===== config.mk =====
export PLATFORM = sky130hd
export DESIGN_NAME = spr_receiver
export DESIGN_NICKNAME = d
export VERILOG_FILES = /design/src/include/spr_pkg.sv /design/src/hdl/spr_receiver.sv
export SDC_FILE = /design/constraint.sdc
export NUM_CORES = 1
export LEC_CHECK = 0
export BUFFER_PORTS_ARGS = -buffer_cell sky130_fd_sc_hd__buf_2
export CAP_MARGIN = 20
export CORE_UTILIZATION = 35
export DETAILED_ROUTE_END_ITERATION = 16
export PLACE_DENSITY = 0.61
export RECOVER_POWER = 25
export SYNTH_ARGS = -nofsm -noshare
export SYNTH_HDL_FRONTEND = slang
export SYNTH_SLANG_ARGS = --single-unit

===== constraint.sdc =====
create_clock -name clk_i -period 3.9 [get_ports clk_i]
set_input_delay 0.39 -clock clk_i [delete_from_list [all_inputs] [get_ports clk_i]]
set_output_delay 0.39 -clock clk_i [all_outputs]
set_load 0.02 [all_outputs]

===== src/include/spr_pkg.sv =====
// Shared constants and types for the biphase audio receiver
package spr_pkg;

	// ****************************************************************
	// Register indices (byte address is four times the index)
	// ****************************************************************
	localparam logic [15:0] IDX_CONTROL     = 16'hfd00;
	localparam logic [15:0] IDX_CLOCK_DIV   = 16'hfd01;
	localparam logic [15:0] IDX_LEFT_LOW    = 16'hfd02;
	localparam logic [15:0] IDX_LEFT_HIGH   = 16'hfd03;
	localparam logic [15:0] IDX_RIGHT_LOW   = 16'hfd04;
	localparam logic [15:0] IDX_RIGHT_HIGH  = 16'hfd05;
	localparam logic [15:0] IDX_STATUS      = 16'hfd06;
	localparam logic [15:0] IDX_COUNTERS    = 16'hfd07;

	// ****************************************************************
	// Field positions and reset values
	// ****************************************************************
	localparam int          CTL_ENABLE_BIT  = 3;
	localparam int          CTL_IRQ_EN_BIT  = 1;
	localparam int          ST_FRCV_BIT     = 14;
	localparam int          ST_MISS_BIT     = 12;
	localparam int          ST_BERR_BIT     = 11;
	localparam int          ST_FERR_BIT     = 10;
	localparam int          ST_SFERR_BIT    = 9;
	localparam int          ST_BIPH_BIT     = 8;
	localparam int          ST_RIGHT_PARITY_FAIL_BIT    = 7;
	localparam int          ST_LEFT_PARITY_FAIL_BIT    = 6;
	localparam int          ST_RVUC_LSB     = 3;
	localparam int          ST_LVUC_LSB     = 0;
	localparam logic [15:0] REG_RESET       = 16'h0000;
	localparam logic [15:0] STICKY_MASK     = 16'h1fc0;

	// ****************************************************************
	// Line format
	// ****************************************************************
	localparam int          SAMPLE_W        = 24;
	localparam int          HIGH_W          = 16;
	localparam int          SUBFRAME_BITS   = 28;
	localparam logic [7:0]  LAST_FRAME      = 8'hbf;
	localparam logic [8:0]  OVERSAMPLE      = 9'h004;

	// Run lengths in oversampling ticks: half slot, slot, 1.5 slots
	localparam logic [3:0]  RUN_SHORT_MAX   = 4'h3;
	localparam logic [3:0]  RUN_LONG_MAX    = 4'h5;
	localparam logic [3:0]  RUN_EXTRA_MAX   = 4'h7;

	typedef enum logic [1:0] {
		RUN_S   = 2'h0,
		RUN_L   = 2'h1,
		RUN_E   = 2'h2,
		RUN_BAD = 2'h3
	} spr_run_t;

	typedef enum logic [1:0] {
		PRE_X = 2'h0,
		PRE_Y = 2'h1,
		PRE_Z = 2'h2
	} spr_pre_t;

	typedef enum logic [2:0] {
		ST_HUNT = 3'b001,
		ST_PRE  = 3'b010,
		ST_DATA = 3'b100
	} spr_state_t;

endpackage : spr_pkg


===== src/hdl/spr_receiver.sv =====
// Biphase two-channel audio receiver with Wishbone register slave
//
// Register access over Wishbone was left to the implementer.
`timescale 1ns/1ps

module spr_receiver #(
	parameter int ADR_W = 18,
	parameter int DIV_W = 8
) (
	// Clock, reset, enable
	input  wire logic              clk_i,
	input  wire logic              rst_i,
	input  wire logic              ce_i,
	// Wishbone classic slave
	input  wire logic              wb_cyc_i,
	input  wire logic              wb_stb_i,
	input  wire logic              wb_we_i,
	input  wire logic [ADR_W-1:0]  wb_adr_i,
	input  wire logic [3:0]        wb_sel_i,
	input  wire logic [31:0]       wb_dat_i,
	output logic      [31:0]       wb_dat_o,
	output logic                   wb_ack_o,
	// Serial line and interrupt
	input  wire logic              spdif_rx_i,
	output logic                   irq_o
);
	import spr_pkg::*;

	// ****************************************************************
	// Run classification
	// ****************************************************************
	function automatic spr_run_t spr_class(input logic [3:0] len);
		spr_run_t c;
		c = RUN_BAD;
		if (len == 4'h0)
			c = RUN_BAD;
		else if (len <= RUN_SHORT_MAX)
			c = RUN_S;
		else if (len <= RUN_LONG_MAX)
			c = RUN_L;
		else if (len <= RUN_EXTRA_MAX)
			c = RUN_E;
		return c;
	endfunction : spr_class

	// ****************************************************************
	// Registers
	// ****************************************************************
	logic                  en_r;
	logic                  ie_r;
	logic [15:0]           div_r;
	logic [SAMPLE_W-1:0]   ldat_r;
	logic [SAMPLE_W-1:0]   rdat_r;
	logic [15:0]           stat_r;
	logic [15:0]           stat_nxt;
	logic                  ack_r;
	logic [31:0]           dat_r;

	logic [DIV_W:0]        acc_r;
	logic [DIV_W:0]        acc_nxt;
	logic                  samp_r;
	logic [3:0]            run_r;
	spr_state_t            state_r;
	spr_state_t            state_nxt;
	logic [1:0]            pidx_r;
	logic [1:0]            pidx_nxt;
	spr_pre_t              kind_r;
	spr_pre_t              kind_nxt;
	logic                  half_r;
	logic                  half_nxt;
	logic [4:0]            bcnt_r;
	logic [4:0]            bcnt_nxt;
	logic [SUBFRAME_BITS-1:0] shift_r;
	logic [SUBFRAME_BITS-1:0] shift_nxt;
	logic                  right_r;
	logic                  right_nxt;
	logic                  last_xz_r;
	logic                  last_xz_nxt;
	logic                  seen_r;
	logic                  seen_nxt;
	logic                  have_z_r;
	logic                  have_z_nxt;
	logic [7:0]            fcnt_r;
	logic [7:0]            fcnt_nxt;
	logic [SAMPLE_W-1:0]   lsh_r;
	logic [2:0]            lvuc_r;

	// ****************************************************************
	// Bus decode
	// ****************************************************************
	wire logic [15:0] idx       = wb_adr_i[ADR_W-1:2];
	wire logic        access    = wb_cyc_i & wb_stb_i & ~ack_r;
	wire logic        wr        = access & wb_we_i;
	wire logic        rd        = access & ~wb_we_i;
	wire logic [15:0] lane_mask = {{8{wb_sel_i[1]}}, {8{wb_sel_i[0]}}};
	wire logic [15:0] wdat      = wb_dat_i[15:0] & lane_mask;
	wire logic        wr_ctl    = wr & (idx == IDX_CONTROL);
	wire logic        wr_div    = wr & (idx == IDX_CLOCK_DIV);
	wire logic        wr_stat   = wr & (idx == IDX_STATUS);
	wire logic        rd_lhigh  = rd & (idx == IDX_LEFT_HIGH);
	wire logic [15:0] div_wr    = (div_r & ~lane_mask) | wdat;

	wire logic [15:0] ctl_word  = {12'h000, en_r, 1'b0, ie_r, 1'b0};
	wire logic [15:0] cnt_word  = {8'h00, fcnt_r};
	wire logic [15:0] lhi_word  = ldat_r[SAMPLE_W-1:SAMPLE_W-HIGH_W];
	wire logic [15:0] rhi_word  = rdat_r[SAMPLE_W-1:SAMPLE_W-HIGH_W];
	wire logic [15:0] llo_word  = {8'h00, ldat_r[SAMPLE_W-HIGH_W-1:0]};
	wire logic [15:0] rlo_word  = {8'h00, rdat_r[SAMPLE_W-HIGH_W-1:0]};
	wire logic [15:0] rd_word   =
		(idx == IDX_CONTROL)    ? ctl_word :
		(idx == IDX_CLOCK_DIV)  ? div_r    :
		(idx == IDX_LEFT_LOW)   ? llo_word :
		(idx == IDX_LEFT_HIGH)  ? lhi_word :
		(idx == IDX_RIGHT_LOW)  ? rlo_word :
		(idx == IDX_RIGHT_HIGH) ? rhi_word :
		(idx == IDX_STATUS)     ? stat_r   :
		(idx == IDX_COUNTERS)   ? cnt_word : REG_RESET;

	// ****************************************************************
	// Oversampling tick
	// ****************************************************************
	// divider steps sampling clock
	wire logic [DIV_W:0] div_ext = {1'b0, div_r[DIV_W-1:0]};
	wire logic [DIV_W:0] acc_add = acc_r + OVERSAMPLE[DIV_W:0];
	wire logic           tick    = en_r & (acc_add >= div_ext);
	assign acc_nxt = tick ? acc_add - div_ext : acc_add;

	// ****************************************************************
	// Run length measurement
	// ****************************************************************
	// sync by fractional divider
	wire logic     edge_seen = tick & (spdif_rx_i != samp_r);
	wire spr_run_t rcls      = spr_class(run_r);
	wire logic [3:0] run_inc = (run_r == 4'hf) ? run_r : run_r + 4'h1;

	// ****************************************************************
	// Decoder next state
	// ****************************************************************
	logic       bit_ok;
	logic       bit_val;
	logic       pre_done;
	logic       ev_bip;
	logic       ev_sf;
	logic       ev_fe;
	logic       ev_be;

	always_comb begin
		state_nxt   = state_r;
		pidx_nxt    = pidx_r;
		kind_nxt    = kind_r;
		half_nxt    = half_r;
		bcnt_nxt    = bcnt_r;
		right_nxt   = right_r;
		last_xz_nxt = last_xz_r;
		seen_nxt    = seen_r;
		have_z_nxt  = have_z_r;
		fcnt_nxt    = fcnt_r;
		bit_ok      = 1'b0;
		bit_val     = 1'b0;
		pre_done    = 1'b0;
		ev_bip      = 1'b0;
		ev_sf       = 1'b0;
		ev_fe       = 1'b0;
		ev_be       = 1'b0;
		if (edge_seen) begin
			case (state_r)
				ST_HUNT: begin
					if (rcls == RUN_E) begin
						state_nxt = ST_PRE;
						pidx_nxt  = 2'h1;
					end
				end
				ST_PRE: begin
					pidx_nxt = pidx_r + 2'h1;
					if (pidx_r == 2'h1) begin
						if (rcls == RUN_E)
							kind_nxt = PRE_X;
						else if (rcls == RUN_L)
							kind_nxt = PRE_Y;
						else if (rcls == RUN_S)
							kind_nxt = PRE_Z;
						else
							ev_bip = 1'b1;
					end else if (pidx_r == 2'h2) begin
						ev_bip = (rcls != RUN_S);
					end else begin
						case (kind_r)
							PRE_X:   ev_bip = (rcls != RUN_S);
							PRE_Y:   ev_bip = (rcls != RUN_L);
							PRE_Z:   ev_bip = (rcls != RUN_E);
							default: ev_bip = 1'b1;
						endcase
						pre_done = ~ev_bip;
					end
					if (ev_bip)
						state_nxt = ST_HUNT;
				end
				ST_DATA: begin
					case (rcls)
						RUN_S: begin
							half_nxt = ~half_r;
							bit_ok   = half_r;
							bit_val  = 1'b1;
						end
						RUN_L: begin
							ev_bip   = half_r;
							bit_ok   = ~half_r;
						end
						RUN_E: begin
							ev_sf     = (bcnt_r != SUBFRAME_BITS[4:0]);
							ev_bip    = half_r;
							state_nxt = ST_PRE;
							pidx_nxt  = 2'h1;
						end
						default: ev_bip = 1'b1;
					endcase
					if (ev_bip)
						state_nxt = ST_HUNT;
					if (bit_ok && bcnt_r != 5'h1f)
						bcnt_nxt = bcnt_r + 5'h1;
				end
				default: state_nxt = ST_HUNT;
			endcase
		end
		if (pre_done) begin
			state_nxt = ST_DATA;
			half_nxt  = 1'b0;
			bcnt_nxt  = 5'h00;
			seen_nxt  = 1'b1;
			if (kind_r == PRE_Y) begin
				ev_fe       = seen_r & ~last_xz_r;
				right_nxt   = 1'b1;
				last_xz_nxt = 1'b0;
			end else begin
				ev_fe       = seen_r & last_xz_r;
				right_nxt   = 1'b0;
				last_xz_nxt = 1'b1;
			end
			if (kind_r == PRE_Z) begin
				ev_be      = have_z_r & (fcnt_r != LAST_FRAME);
				have_z_nxt = 1'b1;
				fcnt_nxt   = 8'h00;
			end else if (kind_r == PRE_X) begin
				ev_be    = have_z_r & (fcnt_r == LAST_FRAME);
				fcnt_nxt = (fcnt_r == LAST_FRAME) ? 8'h00 : fcnt_r + 8'h01;
			end
		end
	end

	// ****************************************************************
	// Subframe completion
	// ****************************************************************
	assign shift_nxt = bit_ok ? {bit_val, shift_r[SUBFRAME_BITS-1:1]}
	                          : shift_r;
	wire logic sub_done = bit_ok & (bcnt_r == SUBFRAME_BITS[4:0] - 5'h1);
	wire logic [SAMPLE_W-1:0] sample = shift_nxt[SAMPLE_W-1:0];
	// V arrives first and lands in the top bit of the field
	wire logic [2:0]  vuc      = {shift_nxt[SAMPLE_W],
	                              shift_nxt[SAMPLE_W+1],
	                              shift_nxt[SAMPLE_W+2]};
	wire logic        par_bad  = ^shift_nxt;
	wire logic        ev_lp    = sub_done & ~right_r & par_bad;
	wire logic        ev_rp    = sub_done & right_r & par_bad;
	wire logic        ev_frame = sub_done & right_r;
	wire logic        frv      = stat_r[ST_FRCV_BIT];
	wire logic        ev_miss  = ev_frame & frv;

	// ****************************************************************
	// Status next value
	// ****************************************************************
	wire logic [15:0] stat_clr = wr_stat ? (wdat & STICKY_MASK) : 16'h0000;
	wire logic [15:0] stat_set =
		(16'(ev_miss) << ST_MISS_BIT) | (16'(ev_be) << ST_BERR_BIT) |
		(16'(ev_fe) << ST_FERR_BIT) | (16'(ev_sf) << ST_SFERR_BIT) |
		(16'(ev_bip) << ST_BIPH_BIT) | (16'(ev_rp) << ST_RIGHT_PARITY_FAIL_BIT) |
		(16'(ev_lp) << ST_LEFT_PARITY_FAIL_BIT);

	always_comb begin
		stat_nxt = ((stat_r & ~stat_clr) | stat_set) & STICKY_MASK;
		// set on frame, cleared by left high read
		stat_nxt[ST_FRCV_BIT] = ev_frame | (frv & ~rd_lhigh);
		stat_nxt[ST_RVUC_LSB+:3] = ev_frame ? vuc
		                                    : stat_r[ST_RVUC_LSB+:3];
		stat_nxt[ST_LVUC_LSB+:3] = ev_frame ? lvuc_r
		                                    : stat_r[ST_LVUC_LSB+:3];
	end

	// ****************************************************************
	// Register file
	// ****************************************************************
	// reset state
	always_ff @(posedge clk_i) begin
		if (rst_i) begin
			en_r   <= 1'b0;
			ie_r   <= 1'b0;
			div_r  <= REG_RESET;
			stat_r <= REG_RESET;
			ack_r  <= 1'b0;
			dat_r  <= 32'h0000_0000;
		end else if (ce_i) begin
			if (wr_ctl && wb_sel_i[0]) begin
				en_r <= wb_dat_i[CTL_ENABLE_BIT];
				ie_r <= wb_dat_i[CTL_IRQ_EN_BIT];
			end
			if (wr_div)
				div_r <= div_wr;
			stat_r <= stat_nxt;
			ack_r  <= access;
			if (rd)
				dat_r <= {16'h0000, rd_word};
		end
	end

	always_ff @(posedge clk_i) begin
		if (rst_i) begin
			ldat_r <= {SAMPLE_W{1'b0}};
			rdat_r <= {SAMPLE_W{1'b0}};
			lsh_r  <= {SAMPLE_W{1'b0}};
			lvuc_r <= 3'h0;
		end else if (ce_i) begin
			if (sub_done && !right_r) begin
				lsh_r  <= sample;
				lvuc_r <= vuc;
			end
			if (ev_frame) begin
				ldat_r <= lsh_r;
				rdat_r <= sample;
			end
		end
	end

	// ****************************************************************
	// Decoder state, held in reset while disabled
	// ****************************************************************
	// enable low resets decoder
	wire logic dec_rst = rst_i | ~en_r;

	always_ff @(posedge clk_i) begin
		if (dec_rst) begin
			acc_r <= {(DIV_W+1){1'b0}};
			samp_r <= 1'b0;
			run_r  <= 4'h1;
		end else if (ce_i) begin
			acc_r <= acc_nxt;
			if (tick) begin
				samp_r <= spdif_rx_i;
				run_r  <= edge_seen ? 4'h1 : run_inc;
			end
		end
	end

	always_ff @(posedge clk_i) begin
		if (dec_rst) begin
			state_r   <= ST_HUNT;
			pidx_r    <= 2'h0;
			kind_r    <= PRE_X;
			half_r    <= 1'b0;
			bcnt_r    <= 5'h00;
			shift_r   <= {SUBFRAME_BITS{1'b0}};
			right_r   <= 1'b0;
			last_xz_r <= 1'b0;
			seen_r    <= 1'b0;
			have_z_r  <= 1'b0;
			fcnt_r    <= 8'h00;
		end else if (ce_i) begin
			state_r   <= state_nxt;
			pidx_r    <= pidx_nxt;
			kind_r    <= kind_nxt;
			half_r    <= half_nxt;
			bcnt_r    <= bcnt_nxt;
			shift_r   <= shift_nxt;
			right_r   <= right_nxt;
			last_xz_r <= last_xz_nxt;
			seen_r    <= seen_nxt;
			have_z_r  <= have_z_nxt;
			fcnt_r    <= fcnt_nxt;
		end
	end

	// ****************************************************************
	// Outputs
	// ****************************************************************
	assign wb_ack_o = ack_r;
	assign wb_dat_o = dat_r;
	assign irq_o    = ie_r & en_r & frv;

endmodule : spr_receiver


======== Yosys cells after proc, flatten, opt, wreduce, memory -nomap -nowiden ========
Index checks and enable logic that the tools add are counted.
word-level totals
  memories ................................ 0
  register bits ........................... 191
  bits in read-only memories .............. 0
  latch bits .............................. 0
  logic and storage cells ................. 221
  bits in writable memories ............... 0
  output and inout bits ................... 34
cells by class
  equal/unequal tests ..................... 29
  $add $sub $neg .......................... 6
  mux-type cells .......................... 78
  shifts and indexed selects .............. 0
  multiply operators ...................... 0
  div/mod/pow operators ................... 0
  reductions and logical operators ........ 33
  bitwise gates (word level) .............. 46
  order comparisons ....................... 4
operators with widths
  kind                  number
  $eq 16x16->1 const B  8
  $mux 16               6
  $mux 1                40
  $and 16x16->16        2
  $mux 8                4
  $mux 28               1
  $reduce_xor 28->1     1
  $and 1x1->1           23
  $mux 5                4
  $not 16->16           1
  $or 16x16->16         1
  $mux 15               1
  $mux 3                5
  $mux 2                7
  $reduce_and 2->1      7
  $reduce_bool 2->1     7
  $and 13x13->13        1
  $mux 13               1
  $not 13->13           1
  $or 13x10->13         1
  $or 13x11->13         1
  $or 13x12->13         1
  $or 13x13->13         1
  $or 13x7->13          1
  other kinds (42)      70

======== Depth between registers and ports, before layout ========
  depth after elaboration ................. 24
  mapped depth ............................ 15

======== Worst setup path after synthesis ========
OpenSTA, ideal clock, no wires.
  path type ............................... register to register
  start ................................... register acc_r[2]
  end ..................................... register stat_r[6]
  library setup time ...................... 0.128 ns
  period minus slack after synthesis ...... 3.167 ns
  arrival ................................. 3.039 ns
  cell stages (with the launch flop) ...... 15
  buffers on the path ..................... 1
  path slack .............................. 0.733 ns
  cells stage by stage .................... dfxtp_1 > ha_1 > nand3_2 > xnor2_1 > ha_1 > nand3_1 > nor2_1 > a2111o_1 > o21ai_4 > buf_6 > mux2i_2 > xnor2_1 > xnor3_1 > a22oi_1 > nor2_1
between the ends
  cells in the longest elaborated chain, start to end .. 10
  elaborated cells between the ends (all ways) .. 13
  classes of those cells .................. add/sub (1); order compare (1); mux (3); bitwise (7); reduce/logical (1)
ends and longest elaborated chain
  item                                              line                                      RTL
  start, declared                                   spr_receiver.sv:59                        logic [DIV_W:0] acc_r;
  start signal, assigned                            spr_receiver.sv:340                       acc_r <= {(DIV_W+1){1'b0}};
  start signal, assigned                            spr_receiver.sv:344                       acc_r <= acc_nxt;
  $add 9x3->9 (*)                                   spr_receiver.sv:124                       wire logic [DIV_W:0] acc_add = acc_r + OVERSAMPLE[DIV_W:0];
  $ge 9x8->1 (*)                                    spr_receiver.sv:125                       wire logic tick = en_r & (acc_add >= div_ext);
  $and 1x1->1 (*)                                   spr_receiver.sv:125
  $and 1x1->1 (*)                                   spr_receiver.sv:132                       wire logic edge_seen = tick & (spdif_rx_i != samp_r);
  $mux 1                                            spr_receiver.sv:165                       if (edge_seen) begin
  $mux 28 or $and 1x1->1 (tied branches)            spr_receiver.sv:253, spr_receiver.sv:255
  $reduce_xor 28->1 or $and 1x1->1 (tied branches)  spr_receiver.sv:261, spr_receiver.sv:262
  $and 1x1->1 (*)                                   spr_receiver.sv:262                       wire logic ev_lp = sub_done & ~right_r & par_bad;
  $or 13x7->13 (*)                                  spr_receiver.sv:275                       (16'(ev_bip) << ST_BIPH_BIT) | (16'(ev_rp) << ST_RIGHT_PARITY_FAIL_BIT) |
  $or 13x13->13 (*)                                 spr_receiver.sv:279                       stat_nxt = ((stat_r & ~stat_clr) | stat_set) & STICKY_MASK;
  end signal, assigned                              spr_receiver.sv:307                       stat_r <= stat_nxt;
  end, declared                                     spr_receiver.sv:54                        logic [15:0] stat_r;
Mark *: on every way between the ends. The rest lies on a longest branch, timed or not.
A chain may end at the register's enable or synchronous reset.

======== Worst setup path after layout ========
Ends and elaborated chain as after synthesis.

==> run metrics <==
outcome=complete, no violations; Sink Count=191; worst vdd ir=0.3005 mV; Bufs on Longest Clock Path=2; slew margin rel.=0.3573; min cycle time layout=3.634 ns; cts hold-fix bufs=0; routed via count=7769; CP cell instances=ha_1 > nand3_2 > xnor2_1 > ha_1 > nand3_1 > nor2_1 > a2111o_1 > o21ai_4 > mux2i_1 > xnor2_1 > xnor3_1 > a22oi_1 > nor2_1; crit path launch type=register; fraction of the mapped netlist area in adder cells=0.03334; Core Area=roughly 26000 um2; WS Path Type=register to register; Setup Skew=around 0.012 ns; Die Y=roughly 160 um; Ys Warns=0; Die Area=27030 um2; CTS root buf=clkbuf_16; Tcrit/Tclk final=0.9317; CP bufs+invs=0; first drt pass iteration count=5; starting density of the core=0.3553; final antenna-violating net count=0; fillers=about 2600; Boundary Pins=95; Final WS setup=0.2662 ns; Top FF cell, synth=dfxtp_1; syn avg cell area=8.192 um2; post-route DRC violation count=0; H-tree depth=4; DR WL/cell=15.74 um; RSZ-0062 raised after global routing=no; crit path max-delay cell type=xnor3_1; die width=164.4 um; CTS clk-pin slew, worst paths=0.08 ns; Yosys cell types=63; WL final=23670 um; power per cell area=around 360 nW/um2; commonest cells after routing, fill and taps aside=261 x nand2_1, 191 x dfxtp_1, 150 x a21oi_1, 91 x nor2_1; share of cells above drive strength 1=0.1189; CTS tree=done; final setup vio count=0; Crit. End Element=register; Async SR Flop Fraction=0; Simple-Gate Fraction of Synth Area=0.1985; fin. max-slew vios=0; most common cell after layout, fill and taps aside=nand2_1; Post-Synthesis Cells=between 1000 and 1500; antenna violations before repair=0; number of vias per cell=between 5 and 6; Setup WS pre-CTS=slightly below 0.3 ns; multiplexer area fraction after synthesis=0.08362; Worst-Skew Late Latency=0.44 ns; max-cap violation count=0; gr usage total=0.1799; pin count of the biggest net entering global routing=90; setup TNS=0 ns; crit-path leading delay family=compound AO/OA/AOI/OAI gates; Yosys reg bits=191; xor and xnor area share after synthesis=0.05651; EDFF count, synth=0; DRT iter0 DRCs=737; Detail Placement HPWL=approximately 16000 um; Seq/Total Area, Yosys=0.4141; Final Wtd Congestion=0.8314; final-stage net count=1241; Crit Path Max Fanout=9; Std-Cell Rows=59; vias in the first global route=just over 7000; postcts setup bufs=0; post-synthesis compound-gate area fraction=0.1598; main combinational cell family by area after synthesis=simple AND/OR/NAND/NOR gates; synthesized area=9233 um2; Worst EP required=4.19 ns; first-pass GRT wire length=37770 um; IO Port Bufs=58; Area growth, synth to finish=12.03%; P_leak=about 3.5 nW; critical path data arrival time=3.92 ns; # resized after CTS=0; slowest stage delay, CP=roughly 0.46 ns; Slew @ Worst Pin=0.9640 ns; Hold Path Class=input port to register; Ant. Diodes=0; total CTS buffers=17; Max Clock Freq=0.2752 GHz; Hold Fails Final Rpt=0; GR Overflow Total=0
==> final cells by class <==
class	instances	area, um2	area share
Sequential cell	191	3824	0.3697
Clock buffer	17	425.4	0.04113
Tap cell	335	419.2	0.04052
Clock inverter	15	167.7	0.01621
Timing Repair Buffer	78	424.2	0.04101
Multi-Input combinational cell	842	4986	0.4820
Inverter	26	97.59	0.009435
==> state kept, by name, summed over array words and instances (netlist names), 3 cells and up, named ones only <==
register and count:
lsh_r 24, shift_r 28, wb_dat_o 16, state_r 3, acc_r 9, ldat_r 24, stat_r 14, rdat_r 24
fcnt_r 8, run_r 4, bcnt_r 5, lvuc_r 3
==> metal layers <==
layer | part of all wire | track usage | up-vias
li1 | - | - | 3893
met1 | 0.47 | 0.2383 | 3642
met2 | 0.45 | 0.2888 | 199
met3 | 0.050 | 0.03114 | 35
met4 | 0.029 | 0.07423 | 0
met5 | 0 | 0 | -
==> cells by family (layout without fill, tap and decap cells) <==
logic type,after synthesis,after routing
simple gates,437,437
compound gates,245,245
flops,191,191
buf+inv,109,136
mux,62,62
xor+xnor,58,58
fa+ha+maj,24,24
other cells,1,16
==> where the power goes <==
group	internal, W	total, W	switching, W
clock network	0.000863	0.00173	0.000867
registers	0.00195	0.00195	0.00000101
logic	0.0000257	0.0000924	0.0000667
==> through the flow <==
step	instances	total power, W	instance area (um2)	utilization	hold WS [ns]
4_1_cts	1504	0.003820	10380	0.3993	0.1750
3_3_place_gp	1472	0.002090	9782	0.3764	0.4352
3_5_place_dp	1472	0.002090	9782	0.3764	0.4410
6_report	1504	0.003773	10340	0.3981	0.1857
2_1_floorplan	1142	0.002065	9289	-	0.4284
5_1_grt	1504	0.003897	10340	0.3981	0.2036
==> synth_stat cells (16+ instances only) <==
library cell  instances  share of area
dfxtp_1             191           0.41
xor2_1               19          0.018
mux2i_1              24          0.026
mux2_2               28          0.034
ha_1                 23          0.031
a22oi_1              21          0.017
clkbuf_1             46          0.019
nor2_1               92          0.037
nand2_1             261           0.11
nor3_1               19          0.010
nand3_1              17         0.0092
a21oi_1             150          0.081
buf_4                16          0.013
o21ai_0              18         0.0098
xnor2_1              38          0.036
inv_1                26          0.011
==> tightest hold or removal path, cell delays in order <==
cell and delay [ns]:
buf_2 0.07, mux2i_1 0.06, nor2_1 0.07
==> worst paths after layout <==
path,start,to,slack (ns),cells past startpoint
setup / recovery,acc_r[2],stat_r[6],0.27,13
hold / removal,wb_dat_i[2],register,0.19,3
setup reg to reg,acc_r[2],stat_r[6],0.27,13
hold reg to reg,ldat_r[9],ldat_r[9],0.45,2
Power figures use the tool's default switching activity.
